File: config.mk
export PLATFORM = sky130hd
export DESIGN_NAME = smp_port
export DESIGN_NICKNAME = d
export VERILOG_FILES = /design/src/smp_pkg.sv /design/src/smp_port.sv /design/src/smp_sync2.sv
export SDC_FILE = /design/constraint.sdc
export NUM_CORES = 1
export LEC_CHECK = 0
export ABC_CLOCK_PERIOD_IN_PS = 8920
export BUFFER_PORTS_ARGS = -buffer_cell sky130_fd_sc_hd__buf_2
export CORE_ASPECT_RATIO = 0.8
export CORE_UTILIZATION = 48
export DETAILED_ROUTE_END_ITERATION = 10
export PLACE_DENSITY = 0.66
export SKIP_LAST_GASP = 1
export SLEW_MARGIN = 20
export SYNTH_ARGS = -nofsm -noshare
export SYNTH_HDL_FRONTEND = slang
export SYNTH_SLANG_ARGS = --single-unit
File: constraint.sdc
create_clock -name ref_clk -period 8.92 [get_ports ref_clk]
set_input_delay 1.784 -clock ref_clk [delete_from_list [all_inputs] [get_ports ref_clk]]
set_output_delay 1.784 -clock ref_clk [all_outputs]
set_load 0.05 [all_outputs]
File: src/smp_pkg.sv
// Purpose: constants and types of the serial peripheral port
// Assumes: 8-bit register space reached over a plain strobe port
// Notes: offsets are the register addresses as seen on that port
package smp_pkg;

    // ******************************
    // register addresses
    // ******************************
    localparam logic [7:0] ADDR_IRQ_EN_LOW = 8'hA8;
    localparam logic [7:0] ADDR_IRQ_EN_HIGH = 8'hB8;
    localparam logic [7:0] ADDR_STATUS = 8'hE1;
    localparam logic [7:0] ADDR_CONTROL = 8'hE2;
    localparam logic [7:0] ADDR_DATA = 8'hE3;
    localparam logic [7:0] ADDR_OPEN_DRAIN = 8'hE4;
    localparam logic [7:0] ADDR_DIRECTION = 8'hF9;

    // ******************************
    // field positions
    // ******************************
    localparam int CTL_RATE2 = 7;
    localparam int CTL_ENABLE = 6;
    localparam int CTL_SEL_DIS = 5;
    localparam int CTL_MASTER = 4;
    localparam int CTL_CPOL = 3;
    localparam int CTL_CPHA = 2;
    localparam int CTL_RATE1 = 1;
    localparam int CTL_RATE0 = 0;
    localparam int STA_DONE = 7;
    localparam int STA_COLL = 6;
    localparam int STA_SEL_ERR = 5;
    localparam int STA_FAULT = 4;
    localparam int IEN_GLOBAL = 7;
    localparam int IEN_PORT = 1;
    localparam int OD_SCK = 4;
    localparam int OD_MOSI = 3;
    localparam int OD_MISO = 2;
    localparam int DIR_SCK = 6;
    localparam int DIR_MOSI = 5;
    localparam int DIR_MISO = 4;
    localparam int DIR_SEL = 3;

    // ******************************
    // reset values and counts
    // ******************************
    localparam logic [7:0] CONTROL_RST = 8'h14;
    localparam logic [7:0] DATA_RST = 8'h00;
    localparam logic [7:0] IRQ_EN_RST = 8'h00;
    localparam logic [7:0] OPEN_DRAIN_RST = 8'h00;
    localparam logic [7:0] DIRECTION_RST = 8'h00;
    localparam logic [2:0] RATE_MAX = 3'h6;
    localparam logic [3:0] EDGE_LAST = 4'hF;

    // ******************************
    // types
    // ******************************
    typedef struct packed {
        logic [7:0] addr;
        logic [7:0] wdata;
        logic wr;
        logic rd;
    } smp_bus_type;

    typedef struct packed {
        logic sck;
        logic mosi;
        logic miso;
        logic sel_n;
    } smp_pins_type;

    typedef enum logic [1:0] {
        ST_IDLE = 2'b01,
        ST_SHIFT = 2'b10
    } smp_state_type;

endpackage : smp_pkg

File: src/smp_port.sv
// Purpose: byte-wide serial peripheral port, master or slave
// Assumes: pins sampled through two flops; registers on a strobe port
// Notes: engine held idle while the module enable bit is low
`timescale 1ns/10ps
module smp_port
    import smp_pkg::*;
(
    // clock and reset
    input wire logic ref_clk,
    input wire logic rst,
    // register port
    input wire smp_bus_type bus,
    output logic [7:0] rd_data,
    // pins
    input wire smp_pins_type pin_in,
    output smp_pins_type pin_out,
    output smp_pins_type pin_oe,
    // interrupt request
    output logic irq
);

    // ******************************
    // declarations
    // ******************************
    logic [3:0] pins_s;
    logic sck_s;
    logic mosi_s;
    logic miso_s;
    logic sel_s;
    logic [7:0] control_reg;
    logic [7:0] ien_low_reg;
    logic [7:0] ien_high_reg;
    logic [7:0] open_drain_reg;
    logic [7:0] direction_reg;
    logic [7:0] data_reg;
    logic [7:0] shift_reg;
    logic [7:0] rx_reg;
    logic done_reg;
    logic coll_reg;
    logic sel_err_reg;
    logic fault_reg;
    logic status_seen_reg;
    logic wait_sel_high_reg;
    smp_state_type state_reg;
    logic [3:0] edge_cnt_reg;
    logic [6:0] div_cnt_reg;
    logic sck_lvl_reg;
    logic sck_prev_reg;
    logic [7:0] rd_data_reg;
    logic [3:0] pin_out_reg;
    logic [3:0] pin_oe_reg;
    logic irq_reg;
    logic enable;
    logic master;
    logic cpha;
    logic sel_func;
    logic [2:0] rate;
    logic [6:0] half_last;
    logic busy;
    logic wr_data;
    logic rd_status;
    logic rd_data_hit;
    logic flag_clear;
    logic slave_sel;
    logic edge_ev;
    logic sample_ev;
    logic shift_ev;
    logic last_ev;
    logic master_fault;
    logic slave_fault;
    logic sel_err_ev;
    logic [7:0] rx_next;
    logic [3:0] drive_val;
    logic [3:0] drive_od;
    logic [3:0] drive_dir;

    // ******************************
    // pin synchronisers
    // ******************************
    smp_sync2 #(
        .WIDTH(4)
    ) u_sync (
        .ref_clk(ref_clk),
        .rst(rst),
        .async_in(pin_in),
        .sync_out(pins_s)
    );

    assign sck_s = pins_s[3];
    assign mosi_s = pins_s[2];
    assign miso_s = pins_s[1];
    assign sel_s = pins_s[0];

    // ******************************
    // decode
    // ******************************
    assign enable = control_reg[CTL_ENABLE];
    assign master = control_reg[CTL_MASTER];
    assign cpha = control_reg[CTL_CPHA];
    assign sel_func = ~control_reg[CTL_SEL_DIS];
    assign busy = (state_reg == ST_SHIFT);

    always_comb begin
        rate = {control_reg[CTL_RATE2], control_reg[CTL_RATE1], control_reg[CTL_RATE0]};
        if (rate > RATE_MAX) begin
            rate = RATE_MAX;
        end
        half_last = (7'h01 << rate) - 7'h01;
    end

    // register accesses, blocked for core registers while disabled
    assign wr_data = bus.wr & (bus.addr == ADDR_DATA) & enable;
    assign rd_status = bus.rd & (bus.addr == ADDR_STATUS) & enable;
    assign rd_data_hit = bus.rd & (bus.addr == ADDR_DATA) & enable;
    assign flag_clear = rd_data_hit & status_seen_reg;

    // ******************************
    // edge events
    // ******************************
    assign slave_sel = ~sel_func | ~sel_s;

    always_comb begin
        if (!enable) begin
            edge_ev = 1'b0;
        end else if (master) begin
            edge_ev = busy & (div_cnt_reg == half_last);
        end else begin
            edge_ev = slave_sel & (sck_s != sck_prev_reg);
        end
    end

    // even count is a leading edge
    assign sample_ev = edge_ev & (edge_cnt_reg[0] == cpha);
    assign shift_ev = edge_ev & (edge_cnt_reg[0] ^ cpha) & (edge_cnt_reg != 4'h0);
    assign last_ev = edge_ev & (edge_cnt_reg == EDGE_LAST);
    assign rx_next = {rx_reg[6:0], master ? miso_s : mosi_s};
    assign master_fault = enable & master & busy & sel_func & ~sel_s;
    assign slave_fault = enable & ~master & busy & sel_func & sel_s;
    assign sel_err_ev = enable & ~master & ~cpha & sel_func & wait_sel_high_reg & edge_ev;

    // ******************************
    // configuration registers
    // ******************************
    always_ff @(posedge ref_clk or posedge rst) begin
        if (rst) begin
            control_reg <= CONTROL_RST;
            ien_low_reg <= IRQ_EN_RST;
            ien_high_reg <= IRQ_EN_RST;
            open_drain_reg <= OPEN_DRAIN_RST;
            direction_reg <= DIRECTION_RST;
        end else if (bus.wr) begin
            case (bus.addr)
                ADDR_CONTROL: control_reg <= bus.wdata;
                ADDR_IRQ_EN_LOW: ien_low_reg <= bus.wdata;
                ADDR_IRQ_EN_HIGH: ien_high_reg <= bus.wdata;
                ADDR_OPEN_DRAIN: open_drain_reg <= bus.wdata;
                ADDR_DIRECTION: direction_reg <= bus.wdata;
                default: control_reg <= control_reg;
            endcase
        end
    end

    // ******************************
    // transfer engine
    // ******************************
    always_ff @(posedge ref_clk or posedge rst) begin
        if (rst) begin
            state_reg <= ST_IDLE;
            edge_cnt_reg <= 4'h0;
        end else if (!enable || master_fault || slave_fault) begin
            state_reg <= ST_IDLE;
            edge_cnt_reg <= 4'h0;
        end else if (master && !busy && wr_data) begin
            state_reg <= ST_SHIFT;
            edge_cnt_reg <= 4'h0;
        end else if (!master && !slave_sel) begin
            state_reg <= ST_IDLE;
            edge_cnt_reg <= 4'h0;
        end else if (last_ev) begin
            state_reg <= ST_IDLE;
            edge_cnt_reg <= 4'h0;
        end else if (edge_ev) begin
            state_reg <= ST_SHIFT;
            edge_cnt_reg <= edge_cnt_reg + 4'h1;
        end
    end

    // master clock divider and driven clock level
    always_ff @(posedge ref_clk or posedge rst) begin
        if (rst) begin
            div_cnt_reg <= 7'h00;
            sck_lvl_reg <= 1'b0;
        end else if (!busy || !master) begin
            div_cnt_reg <= 7'h00;
            sck_lvl_reg <= control_reg[CTL_CPOL];
        end else if (edge_ev) begin
            div_cnt_reg <= 7'h00;
            sck_lvl_reg <= ~sck_lvl_reg;
        end else begin
            div_cnt_reg <= div_cnt_reg + 7'h01;
        end
    end

    // slave clock edge tracking
    always_ff @(posedge ref_clk or posedge rst) begin
        if (rst) begin
            sck_prev_reg <= 1'b0;
        end else begin
            sck_prev_reg <= sck_s;
        end
    end

    // transmit and receive shifters
    always_ff @(posedge ref_clk or posedge rst) begin
        if (rst) begin
            shift_reg <= 8'h00;
            rx_reg <= 8'h00;
        end else begin
            if (wr_data && !busy) begin
                shift_reg <= bus.wdata;
            end else if (shift_ev) begin
                shift_reg <= {shift_reg[6:0], 1'b0};
            end
            if (sample_ev) begin
                rx_reg <= rx_next;
            end
        end
    end

    // received byte lands in the data register at byte end
    always_ff @(posedge ref_clk or posedge rst) begin
        if (rst) begin
            data_reg <= DATA_RST;
        end else if (last_ev) begin
            data_reg <= sample_ev ? rx_next : rx_reg;
        end
    end

    // ******************************
    // status flags
    // ******************************
    always_ff @(posedge ref_clk or posedge rst) begin
        if (rst) begin
            done_reg <= 1'b0;
            coll_reg <= 1'b0;
            fault_reg <= 1'b0;
        end else begin
            done_reg <= last_ev | (done_reg & ~flag_clear);
            coll_reg <= (wr_data & busy) | (coll_reg & ~flag_clear);
            fault_reg <= master_fault | slave_fault | (fault_reg & ~flag_clear);
        end
    end

    always_ff @(posedge ref_clk or posedge rst) begin
        if (rst) begin
            status_seen_reg <= 1'b0;
        end else if (rd_status) begin
            status_seen_reg <= 1'b1;
        end else if (rd_data_hit || !enable) begin
            status_seen_reg <= 1'b0;
        end
    end

    // cleared only by disabling the module
    always_ff @(posedge ref_clk or posedge rst) begin
        if (rst) begin
            sel_err_reg <= 1'b0;
        end else if (!enable) begin
            sel_err_reg <= 1'b0;
        end else if (sel_err_ev) begin
            sel_err_reg <= 1'b1;
        end
    end

    // select must rise between bytes in phase-zero slave mode
    always_ff @(posedge ref_clk or posedge rst) begin
        if (rst) begin
            wait_sel_high_reg <= 1'b0;
        end else if (!enable || sel_s) begin
            wait_sel_high_reg <= 1'b0;
        end else if (last_ev && !master) begin
            wait_sel_high_reg <= 1'b1;
        end
    end

    // ******************************
    // read port
    // ******************************
    always_ff @(posedge ref_clk or posedge rst) begin
        if (rst) begin
            rd_data_reg <= 8'h00;
        end else if (!bus.rd) begin
            rd_data_reg <= 8'h00;
        end else begin
            case (bus.addr)
                ADDR_STATUS: rd_data_reg <= enable ?
                    {done_reg, coll_reg, sel_err_reg, fault_reg, 4'h0} : 8'h00;
                ADDR_DATA: rd_data_reg <= enable ? data_reg : 8'h00;
                ADDR_CONTROL: rd_data_reg <= control_reg;
                ADDR_IRQ_EN_LOW: rd_data_reg <= ien_low_reg;
                ADDR_IRQ_EN_HIGH: rd_data_reg <= ien_high_reg;
                ADDR_OPEN_DRAIN: rd_data_reg <= open_drain_reg;
                ADDR_DIRECTION: rd_data_reg <= direction_reg;
                default: rd_data_reg <= 8'h00;
            endcase
        end
    end

    // ******************************
    // interrupt request
    // ******************************
    always_ff @(posedge ref_clk or posedge rst) begin
        if (rst) begin
            irq_reg <= 1'b0;
        end else begin
            irq_reg <= ien_low_reg[IEN_GLOBAL] & ien_high_reg[IEN_PORT]
                & (done_reg | fault_reg);
        end
    end

    // ******************************
    // pin drivers
    // ******************************
    // order: sck, mosi, miso, select
    assign drive_val = {sck_lvl_reg, shift_reg[7], shift_reg[7], 1'b1};
    assign drive_od = {open_drain_reg[OD_SCK], open_drain_reg[OD_MOSI],
        open_drain_reg[OD_MISO], 1'b0};
    assign drive_dir = {direction_reg[DIR_SCK], direction_reg[DIR_MOSI],
        direction_reg[DIR_MISO], direction_reg[DIR_SEL]};

    for (genvar i = 0; i < 4; i++) begin : g_pin
        always_ff @(posedge ref_clk or posedge rst) begin
            if (rst) begin
                pin_out_reg[i] <= 1'b0;
                pin_oe_reg[i] <= 1'b0;
            end else begin
                // open drain only pulls low
                pin_out_reg[i] <= drive_val[i] & ~drive_od[i];
                pin_oe_reg[i] <= drive_dir[i] & (~drive_od[i] | ~drive_val[i]);
            end
        end
    end

    assign rd_data = rd_data_reg;
    assign pin_out = pin_out_reg;
    assign pin_oe = pin_oe_reg;
    assign irq = irq_reg;

endmodule : smp_port

File: src/smp_sync2.sv
// Purpose: two-stage synchroniser for pin levels
// Assumes: inputs are asynchronous to ref_clk
// Notes: first stage feeds only the second stage
`timescale 1ns/10ps
module smp_sync2 #(
    parameter int WIDTH = 4
) (
    // clock and reset
    input wire logic ref_clk,
    input wire logic rst,
    // levels
    input wire logic [WIDTH-1:0] async_in,
    output logic [WIDTH-1:0] sync_out
);

    logic [WIDTH-1:0] stage1_reg;

    always_ff @(posedge ref_clk or posedge rst) begin
        if (rst) begin
            stage1_reg <= '0;
            sync_out <= '0;
        end else begin
            stage1_reg <= async_in;
            sync_out <= stage1_reg;
        end
    end

endmodule : smp_sync2

# == After elaboration in Yosys (flattened, before gate mapping) ==
# Cells that the tools add are included.
# totals
ff_bits,110
in_bits,24
word_cells,162
# op_classes
addsub,3
n_lt_le_gt_ge,1
n_eq_ne,13
shifts,1
mux,31
bitwise_logic,57
reduce_logical,25
# ops
operator,n
8-bit equality test (second input constant),7
8-bit one-hot mux with 7 select lines,1
8-bit 2-to-1 mux,6
1-bit bitwise AND,37
4-bit 2-to-1 mux,5
7-bit 2-to-1 mux,2
1-bit 2-to-1 mux,11
2-bit 2-to-1 mux,5
1-bit inverter,10
2-bit AND reduction,5
1-bit bitwise OR,9
2-bit nonzero test,4
7-bit by 1-bit adder with 7-bit output (second input constant),1
7-bit equality test,1
1-bit by 3-bit << shifter with 7-bit output (first input constant),1
7-bit by 1-bit subtractor with 7-bit output (second input constant),1
1-bit logical AND,5
1-bit logical OR,5
5-bit nonzero test,1
4-bit by 1-bit adder with 4-bit output (second input constant),1
4-bit equality test (second input constant),1
1-bit zero test,4
4-bit nonzero test,1
3-bit greater-than comparator (second input constant),1
6 further kinds,6

# == Longest topological paths before layout ==
# Gate-level depths: netlist (run 1).
# logic_depth
depth_word,13
mapped_depth,8

# == Hierarchy ==
# A second synthesis (run 1) with hierarchy kept.
# hier_totals
hier_cells,442
area_unflattened_um2,5067.4
# by_module_without_submodules
mod,instances,cells_per_inst,area_each_um2,seq_area_each_um2
smp_port,1,433,4863.4,2556.2
smp_sync2,1,9,203.9,200.2

# == Least setup slack after synthesis (run 1) ==
# OpenSTA, ideal clock, no wires.
# synth_timing
path_type,in2reg
from,input bus[12] in the netlist's numbering
to,register state_reg[0]
setup_ns,0.084
t_arrival_ns,3.348
required_ns,8.836
setup_slack_ns,5.488
cell_stages,6
path_buffers,2
path_cell_list,clkbuf_1 or4_1 buf_2 nor3_4 nand2_1 a311o_1
# synth_via
elab_chain_len,6
# synth_rtl
item,line_no,text
start: declaration,smp_port.sv:12,"input wire smp_bus_type bus,"
8-bit equality test (*),smp_port.sv:112,assign wr_data = bus.wr & (bus.addr == ADDR_DATA) & enable;
1-bit bitwise AND (*) (2 in a row),smp_port.sv:112,
1-bit logical AND (*),smp_port.sv:173,end else if (master && !busy && wr_data) begin
2-bit 2-to-1 mux,smp_port.sv:173,
2-bit 2-to-1 mux,smp_port.sv:170,end else if (!enable || master_fault || slave_fault) begin
end signal: assignment,smp_port.sv:171,state_reg <= ST_IDLE;
end signal: assignment,smp_port.sv:174,state_reg <= ST_SHIFT;
end signal: assignment,smp_port.sv:177,state_reg <= ST_IDLE;
end: declaration,smp_port.sv:44,smp_state_type state_reg;
# Every way passes the cells marked *; elsewhere a longest branch is shown, timed or not.
# A chain may end at the register's enable or synchronous reset.

# == Worst setup path in the final report (run 1) ==
# layout_timing
from,input bus[14] in the netlist's numbering
to,register state_reg[0]
# The elaborated chain is that of the path after synthesis.

==> results of run 1 <==
## routing by layer
metal | vias to the layer above | track usage, %
li1 | 1674 | -
met5 | - | 0
met4 | 0 | 6.118
met1 | 1814 | 35.37
met3 | 26 | 5.097
met2 | 142 | 34.71
## layout by cell type (no fill, tap or decap), types with 4 or more instances in the layout
master	n
nand3_1	11
inv_1	7
and3_1	4
mux2i_1	12
o22ai_1	7
xnor2_1	6
a22o_1	11
nand2_1	19
o21ai_0	20
a22oi_1	12
mux2_2	48
buf_2	40
xor2_1	4
a41oi_1	8
a21oi_1	29
nor2_1	38
dfrtp_1	107
clkbuf_16	9
a21boi_0	4
a31oi_1	9
nor3_1	4
nor2b_1	5
## stage by stage
| step | power [mW] | utilization, % | worst slack, ns | instances | cell area (sq um) |
|---|---|---|---|---|---|
| after floorplan | 0.8133 | - | 4.239 | 439 | 5059 |
| after global placement | 0.8749 | 52.28 | 5.251 | 599 | 5354 |
| after detailed placement | 0.8847 | 52.28 | 5.176 | 599 | 5354 |
| after CTS | 1.317 | 55.44 | 5.525 | 615 | 5677 |
| after global routing | 1.370 | 55.44 | 5.369 | 615 | 5677 |
| final | 1.310 | 55.44 | 5.465 | 615 | 5677 |
## worst max-delay path, stage by stage
cell      delay [ns]
buf_2           0.12
nand4b_1        0.23
or4_1           0.68
nor3_4          0.38
nand2_1         0.15
a311o_1         0.38
## power breakdown
part | switching, mW | internal [mW] | total, mW
Sequential | 0.0577 | 0.575 | 0.632
Clock | 0.181 | 0.253 | 0.435
Combinational | 0.145 | 0.0979 | 0.243
Total | 0.384 | 0.926 | 1.31
## Yosys cell counts, drive strengths merged, types with 4 or more instances
| cell type | count |
|---|---|
| xor2 | 4 |
| a41oi | 8 |
| clkbuf | 15 |
| inv | 8 |
| o22ai | 7 |
| a22oi | 12 |
| nor2b | 5 |
| nor3 | 6 |
| and3 | 4 |
| mux2i | 12 |
| a22o | 11 |
| a21oi | 30 |
| o21ai | 22 |
| buf | 8 |
| nand3 | 12 |
| xnor2 | 7 |
| nand2 | 19 |
| mux2 | 48 |
| nor2 | 38 |
| a21boi | 5 |
| dfrtp | 107 |
| a31oi | 9 |
## cell type report
cell class	instances	share of cell area [%]
Clock buffer	10	4.210
Clock inverter	6	1.477
Inverter	8	0.5731
Multi-Input combinational cell	298	38.18
Sequential cell	110	48.56
Tap cell	140	3.086
Timing Repair Buffer	43	3.923
## cells by family after synthesis
family                     synth area share [%]
AOI/OAI and AO/OA                         15.41
other                                   0.07413
muxes                                     13.06
and+or+nand+nor                           11.50
buffers and inverters                     2.671
adders and majority gates                0.7421
xor gates and xnor gates                  2.053
DFF                                       54.49
## how the worst max path moves through the flow
stage                     slack, ns  depth (start not counted)            to     from
after floorplan                4.24                          1      coll_reg      rst
after global placement         5.25                          6  state_reg[0]  bus[14]
after detailed placement       5.18                          6  state_reg[0]  bus[14]
after CTS                      5.52                          6  state_reg[0]  bus[14]
after global routing           5.37                          6  state_reg[0]  bus[14]
final                          5.47                          6  state_reg[0]  bus[14]
==> results.txt, run 1 <==
----------------------------------------------------
[Status]
  Result of the run ... finished clean

[Route]
  Drc violations ... 0
  Routed wirelength normalized by instance count ... 19.05 um
  Via Count ... 3656
  Number of detailed-route iterations in the first pass ... 5
  Average vias per placed instance ... 5.945
  Number of DRC markers in iteration 0 ... 325
  Top Metal Used ... met4
  Met3 wire length ... 676 um
  Detailed-routed wire length on met2 ... 5163 um
  Detailed-route wire length ... 11710 um
  Met1 WL ... 5676 um
  Number of antenna-violating nets in the routed design ... 0

[Yosys]
  Gate Count Post-Synth ... 439
  Number of synthesized register bits ... 110
  Syn nets ... 466
  Post-synth top area share ... 52.93%
  Area of the mapped netlist ... 0.005059 sq mm
  Asr flop ratio synth ... 100.0%
  Dominant cell type by area after synthesis ... dfrtp_1
  Portion of the post-synthesis area used by sequential elements ... 54.49%
  Cell types occupying the most area after synthesis ... dfrtp_1 53%, mux2_2 11%, a21oi_1 2.9%
  Post-synth top flop ... dfrtp_1
  YS warnings ... 0
  Cell variety after synth ... 63
  Post-synthesis area per instance ... 11.52 sq um
  Number of flops mapped to enable cells by yosys ... 0

[Clock tree]
  Deepest clock path buffer count ... 2
  Latest clock arrival within the worst-skew pair ... 0.35 ns
  Clk Tree Root Cell ... clkbuf_16
  TritonCTS clock tree ... done
  Number of buffers added by the clock tree synthesis step ... 9
  PostCTS Resize Cnt ... 0
  Clock sinks ... 110
  H-Tree Level Count ... 3
  Post-CTS Setup Repair Bufs ... 0
  Reg clk slew, reported paths ... 0.06 ns
  Cts hold-fix bufs ... 0

[Timing]
  Final-report max-slew violation count ... 0
  Time the worst path needs with I/O delays and setup ... 3.455 ns
  Final critical-path share of the clock period ... 38.73%
  Achievable clock frequency ... 0.2895 GHz
  Endpoints failing hold ... 0
  Final Skew ... 0.01260 ns
  Hold Worst Slack ... 0.3493 ns
  Slew headroom ... 42.87%
  RSZ-0062 raised after global routing ... no
  Fin Setup TNS ... 0 ns
  Setup violators final ... 0
  Transition time at the pin with the least slew margin ... 0.8569 ns

[GRT]
  Antenna violations before repair ... 0
  Overall Global Routing Usage ... 23.66%
  Via count of the first global-routing pass ... 3474
  Global route total overflow ... 0
  Pin count of the biggest net entering global routing ... 68
  Global-route wire length before repair ... 19260 um

[Die]
  Die outline area ... 0.01096 sq mm
  Initial core utilization ... 49.40%
  Row cnt ... 33
  Width of the die ... 116.8 um
  Die Ht ... 93.82 um
  Boundary pin count ... 41
  Core box area ... 0.01024 sq mm

[Worst setup path]
  Internal reg-to-reg setup slack ... 6.32 ns
  RR Endpoint ... rx_reg[6]
  Critical Path RT ... 9.19 ns
  Worst r2r path cells ... 6
  Reg2reg start ... state_reg[1]
  Worst endpoint data arrival time ... 3.72 ns
  Kind of critical path ... in -> reg
  Startpoint types ... input pin
  Crit path capture type ... register
  Highest net fanout along the worst path ... 10

[Pwr]
  PD cells ... 230.7 mW/mm^2
  Leak pwr ... 2.597 nW
  Max IR drop VDD ... 168.7 uV

[Layout]
  Register Area ... 0.002756 sq mm
  Final-layout fill cell count ... 912
  Antenna Diode Count ... 0
  Fraction of final layout cells sized beyond drive strength 1 ... 25.47%
  Layout overhead on the synthesized area ... 12.22%
  Final Net Count ... 497
  Multi-input gate area in the final layout ... 0.002167 sq mm

[Hold path]
  Min-delay src ... u_sync.stage1_reg[2]
  Classification of the worst-slack hold path ... reg -> reg
  Number of cells on the worst hold path ... 0
  Worst min-delay path endpoint ... u_sync.sync_out[2]

[Place]
  I/O Buffers ... 40
  GP Congestion ... 0.9573
  Half-perimeter wire length after placement ... 8250 um

[Flow run]
  Max capacitance violation total ... 0

----------------------------------------------------
(Power assumes the default switching activity.)
==> run 2, diff against run 1 <==
ABC_AREA = 1   (was not set)
ABC_CLOCK_PERIOD_IN_PS = 2850   (was 8920)
PLACE_DENSITY = 0.69   (was 0.66)
clock period = 2.85 ns   (was 8.92 ns; I/O delays follow)
==> run 2 against run 1 <==
Sequential share of layout area hardly changed. Clock power grew to 3.3 times the previous value. Highest routed layer unchanged. Final cell count grew 25%. Non-clock buffer count up 2. Total power increased to 2.6 times the previous value. Critical endpoint is now shift_reg[7]. Synthesized area is 1.6% lower. Synthesized cell count up 33%. Clock-buffer cell count decreased by 1. Wire length fell by 7.7%.
==> results.txt, run 2 <==
----------------------------------------------------
[Yosys]
  Cell variety after synth ... 35
  YS warnings ... 0
  Syn nets ... 609
  Post-synth top area share ... 53.80%
  Asr flop ratio synth ... 100.0%
  Cell types occupying the most area after synthesis ... dfrtp_1 54%, nand2_1 10%, inv_1 6.1%
  Most numerous cell in the Yosys netlist ... nand2_1
  Dominant cell type by area after synthesis ... dfrtp_1
  Portion of the post-synthesis area used by sequential elements ... 55.38%
  Post-synth top flop ... dfrtp_1
  Post-synthesis area per instance ... 8.552 sq um
  Gate Count Post-Synth ... 582
  Number of synthesized register bits ... 110
  Most frequent cells after synthesis ... 136 x nand2_1, 107 x dfrtp_1, 81 x inv_1, 59 x o21ai_0, 40 x nor2_1
  Area of the mapped netlist ... 0.004977 sq mm
  Number of flops mapped to enable cells by yosys ... 0

[Timing]
  Final Skew ... 0.007940 ns
  Endpoints failing hold ... 0
  Setup violators final ... 0
  Worst setup slack after layout ... 0.7328 ns
  Time the worst path needs with I/O delays and setup ... 2.117 ns
  Transition time at the pin with the least slew margin ... 0.7995 ns
  Slew headroom ... 46.50%
  Achievable clock frequency ... 0.4723 GHz
  RSZ-0062 raised after global routing ... no
  Final critical-path share of the clock period ... 74.29%
  Hold Worst Slack ... 0.1670 ns
  Final-report max-slew violation count ... 0
  Fin Setup TNS ... 0 ns

[GRT]
  Global route total overflow ... 0
  Overall Global Routing Usage ... 22.31%
  Antenna violations before repair ... 0
  Via count of the first global-routing pass ... 3708
  Global-route wire length before repair ... 18090 um
  Pin count of the biggest net entering global routing ... 73

[Worst setup path]
  Reg2reg start ... control_reg[4]
  Kind of critical path ... reg -> reg
  Worst r2r path cells ... 10
  Worst endpoint data arrival time ... 2.38 ns
  Startpoint types ... register
  Crit path capture type ... register
  RR Endpoint ... shift_reg[7]
  Internal reg-to-reg setup slack ... 0.73 ns
  Critical Path RT ... 3.12 ns
  Highest net fanout along the worst path ... 12

[Clock tree]
  Post-CTS Setup Repair Bufs ... 0
  Number of buffers added by the clock tree synthesis step ... 9
  Reg clk slew, reported paths ... 0.07 ns
  Clock sinks ... 110
  Cts hold-fix bufs ... 0
  Deepest clock path buffer count ... 2
  Latest clock arrival within the worst-skew pair ... 0.36 ns
  TritonCTS clock tree ... done
  Clk Tree Root Cell ... clkbuf_16
  H-Tree Level Count ... 3
  PostCTS Resize Cnt ... 0

[Route]
  Via Count ... 3953
  Drc violations ... 0
  Number of antenna-violating nets in the routed design ... 0
  Routed wirelength normalized by instance count ... 14.11 um
  Number of DRC markers in iteration 0 ... 296
  Average vias per placed instance ... 5.161
  Detailed-route wire length ... 10810 um
  Number of detailed-route iterations in the first pass ... 4

[Pwr]
  Internal power ... 2.605 mW
  Clock power share ... 41.8%
  Overall power consumption ... 3.416 mW
  Max IR drop VDD ... 339.5 uV
  Gate power share ... 8.7%
  Fraction of power consumed by sequential logic ... 49.5%
  Leak pwr ... 2.816 nW
  Switching pwr ... 0.8104 mW
  PD cells ... 601.8 mW/mm^2
  Switching share of total power ... 23.73%

[Die]
  Boundary pin count ... 41
  Die Ht ... 93.08 um
  Initial core utilization ... 50.53%
  Width of the die ... 115.9 um
  Die outline area ... 0.01078 sq mm
  Row cnt ... 32
  Core box area ... 0.009849 sq mm

[Place]
  GP Congestion ... 0.8778
  Count of placed standard cells including taps ... 750
  Half-perimeter wire length after placement ... 8047 um
  Placement Setup Slack ... 0.6220 ns
  I/O Buffers ... 40

[Layout]
  Fraction of final layout cells sized beyond drive strength 1 ... 13.49%
  Final-layout fill cell count ... 890
  Antenna Diode Count ... 0
  Multi-input gate area in the final layout ... 0.001818 sq mm
  Final Net Count ... 652
  Final Instance Count excl. Fillers ... 766
  Most used cells in the layout excluding fill and tap cells ... 136 x nand2_1, 107 x dfrtp_1, 80 x inv_1, 59 x o21ai_0
  Most common library cell in the layout ignoring fill and taps ... nand2_1
  Layout overhead on the synthesized area ... 14.03%
  Register Area ... 0.002756 sq mm

[Hold path]
  Classification of the worst-slack hold path ... in -> async

[Flow run]
  Max capacitance violation total ... 0

[Status]
  Result of the run ... finished clean

----------------------------------------------------
run 2: cell types whose count changed after synthesis, sizes merged, moves of 8 or more:
cell / before / now
o21ai: 22 / 63
nand3: 12 / 41
mux2: 48 / 0
o22ai: 7 / 17
nand4: 2 / 15
a22o: 11 / 0
inv: 8 / 86
nand2: 19 / 141
mux2i: 12 / 0
a41oi: 8 / 0
clkbuf: 15 / 5
a21oi: 30 / 12
a22oi: 12 / 0
run 2: worst max-delay path by stage:
stage / start / end / slack (ns)
final: control_reg[4] / shift_reg[7] / 0.73
after detailed placement: bus[10] / open_drain_reg[3] / 0.62
after CTS: control_reg[4] / shift_reg[7] / 0.74
after floorplan: rst / coll_reg / 0.95
after global placement: bus[10] / open_drain_reg[3] / 0.68
after global routing: control_reg[4] / shift_reg[7] / 0.54
run 2: per-stage QoR:
stage / util, % / cell area [sq um]
after floorplan: - / 4981
after global placement: 54.12 / 5330
after detailed placement: 54.12 / 5330
after CTS: 57.62 / 5675
after global routing: 57.62 / 5675
final: 57.62 / 5675
run 2: critical path: stages (launching register included):
cell and delay [ns]:
dfstp_2 0.59, inv_2 0.11, nor2_4 0.16, nand3_1 0.08, nor2_1 0.10, nand3_1 0.09
nand2_2 0.26, nand3_2 0.27, nand2_2 0.21, nand2_1 0.06, o21ai_0 0.08
run 2: cells by family (layout without fill, tap and decap cells):
logic type | count (synthesis) | count (layout) | synth area share (%)
simple gates | 258 | 258 | 23.25
compound gates | 100 | 100 | 10.71
flops | 110 | 110 | 55.38
buf+inv | 101 | 149 | 8.094
xor+xnor | 9 | 9 | 1.734
other cells | 1 | 1 | 0.07534
fa+ha+maj | 3 | 3 | 0.7542
run 2: power groups by stage:
stage	clock network [mW]	registers [mW]	logic, mW
final	1.43	1.69	0.297
after global routing	1.51	1.70	0.335
after CTS	1.46	1.69	0.299
after detailed placement	0	1.72	0.297
after global placement	0	1.72	0.289
after floorplan	0	1.74	0.178
run 2: cell type report:
cell class | count | share of cell area (%)
multi-input cells | 371 | 32.03
flip-flops and latches | 110 | 48.57
inverters | 88 | 5.908
well taps | 136 | 2.998
clock buffers | 9 | 3.968
clock inverters | 7 | 2.116
repair buffers | 45 | 4.409
run 2: metal layers:
| metal | vias up | wire length [um] | track usage [%] | part of all wire [%] |
|---|---|---|---|---|
| li1 | 1967 | - | - | - |
| met1 | 1877 | 5155 | 32.00 | 48 |
| met2 | 96 | 4815 | 33.23 | 45 |
| met3 | 13 | 666 | 5.055 | 6.2 |
| met4 | 0 | 174 | 7.799 | 1.6 |
| met5 | - | 0 | 0 | 0 |
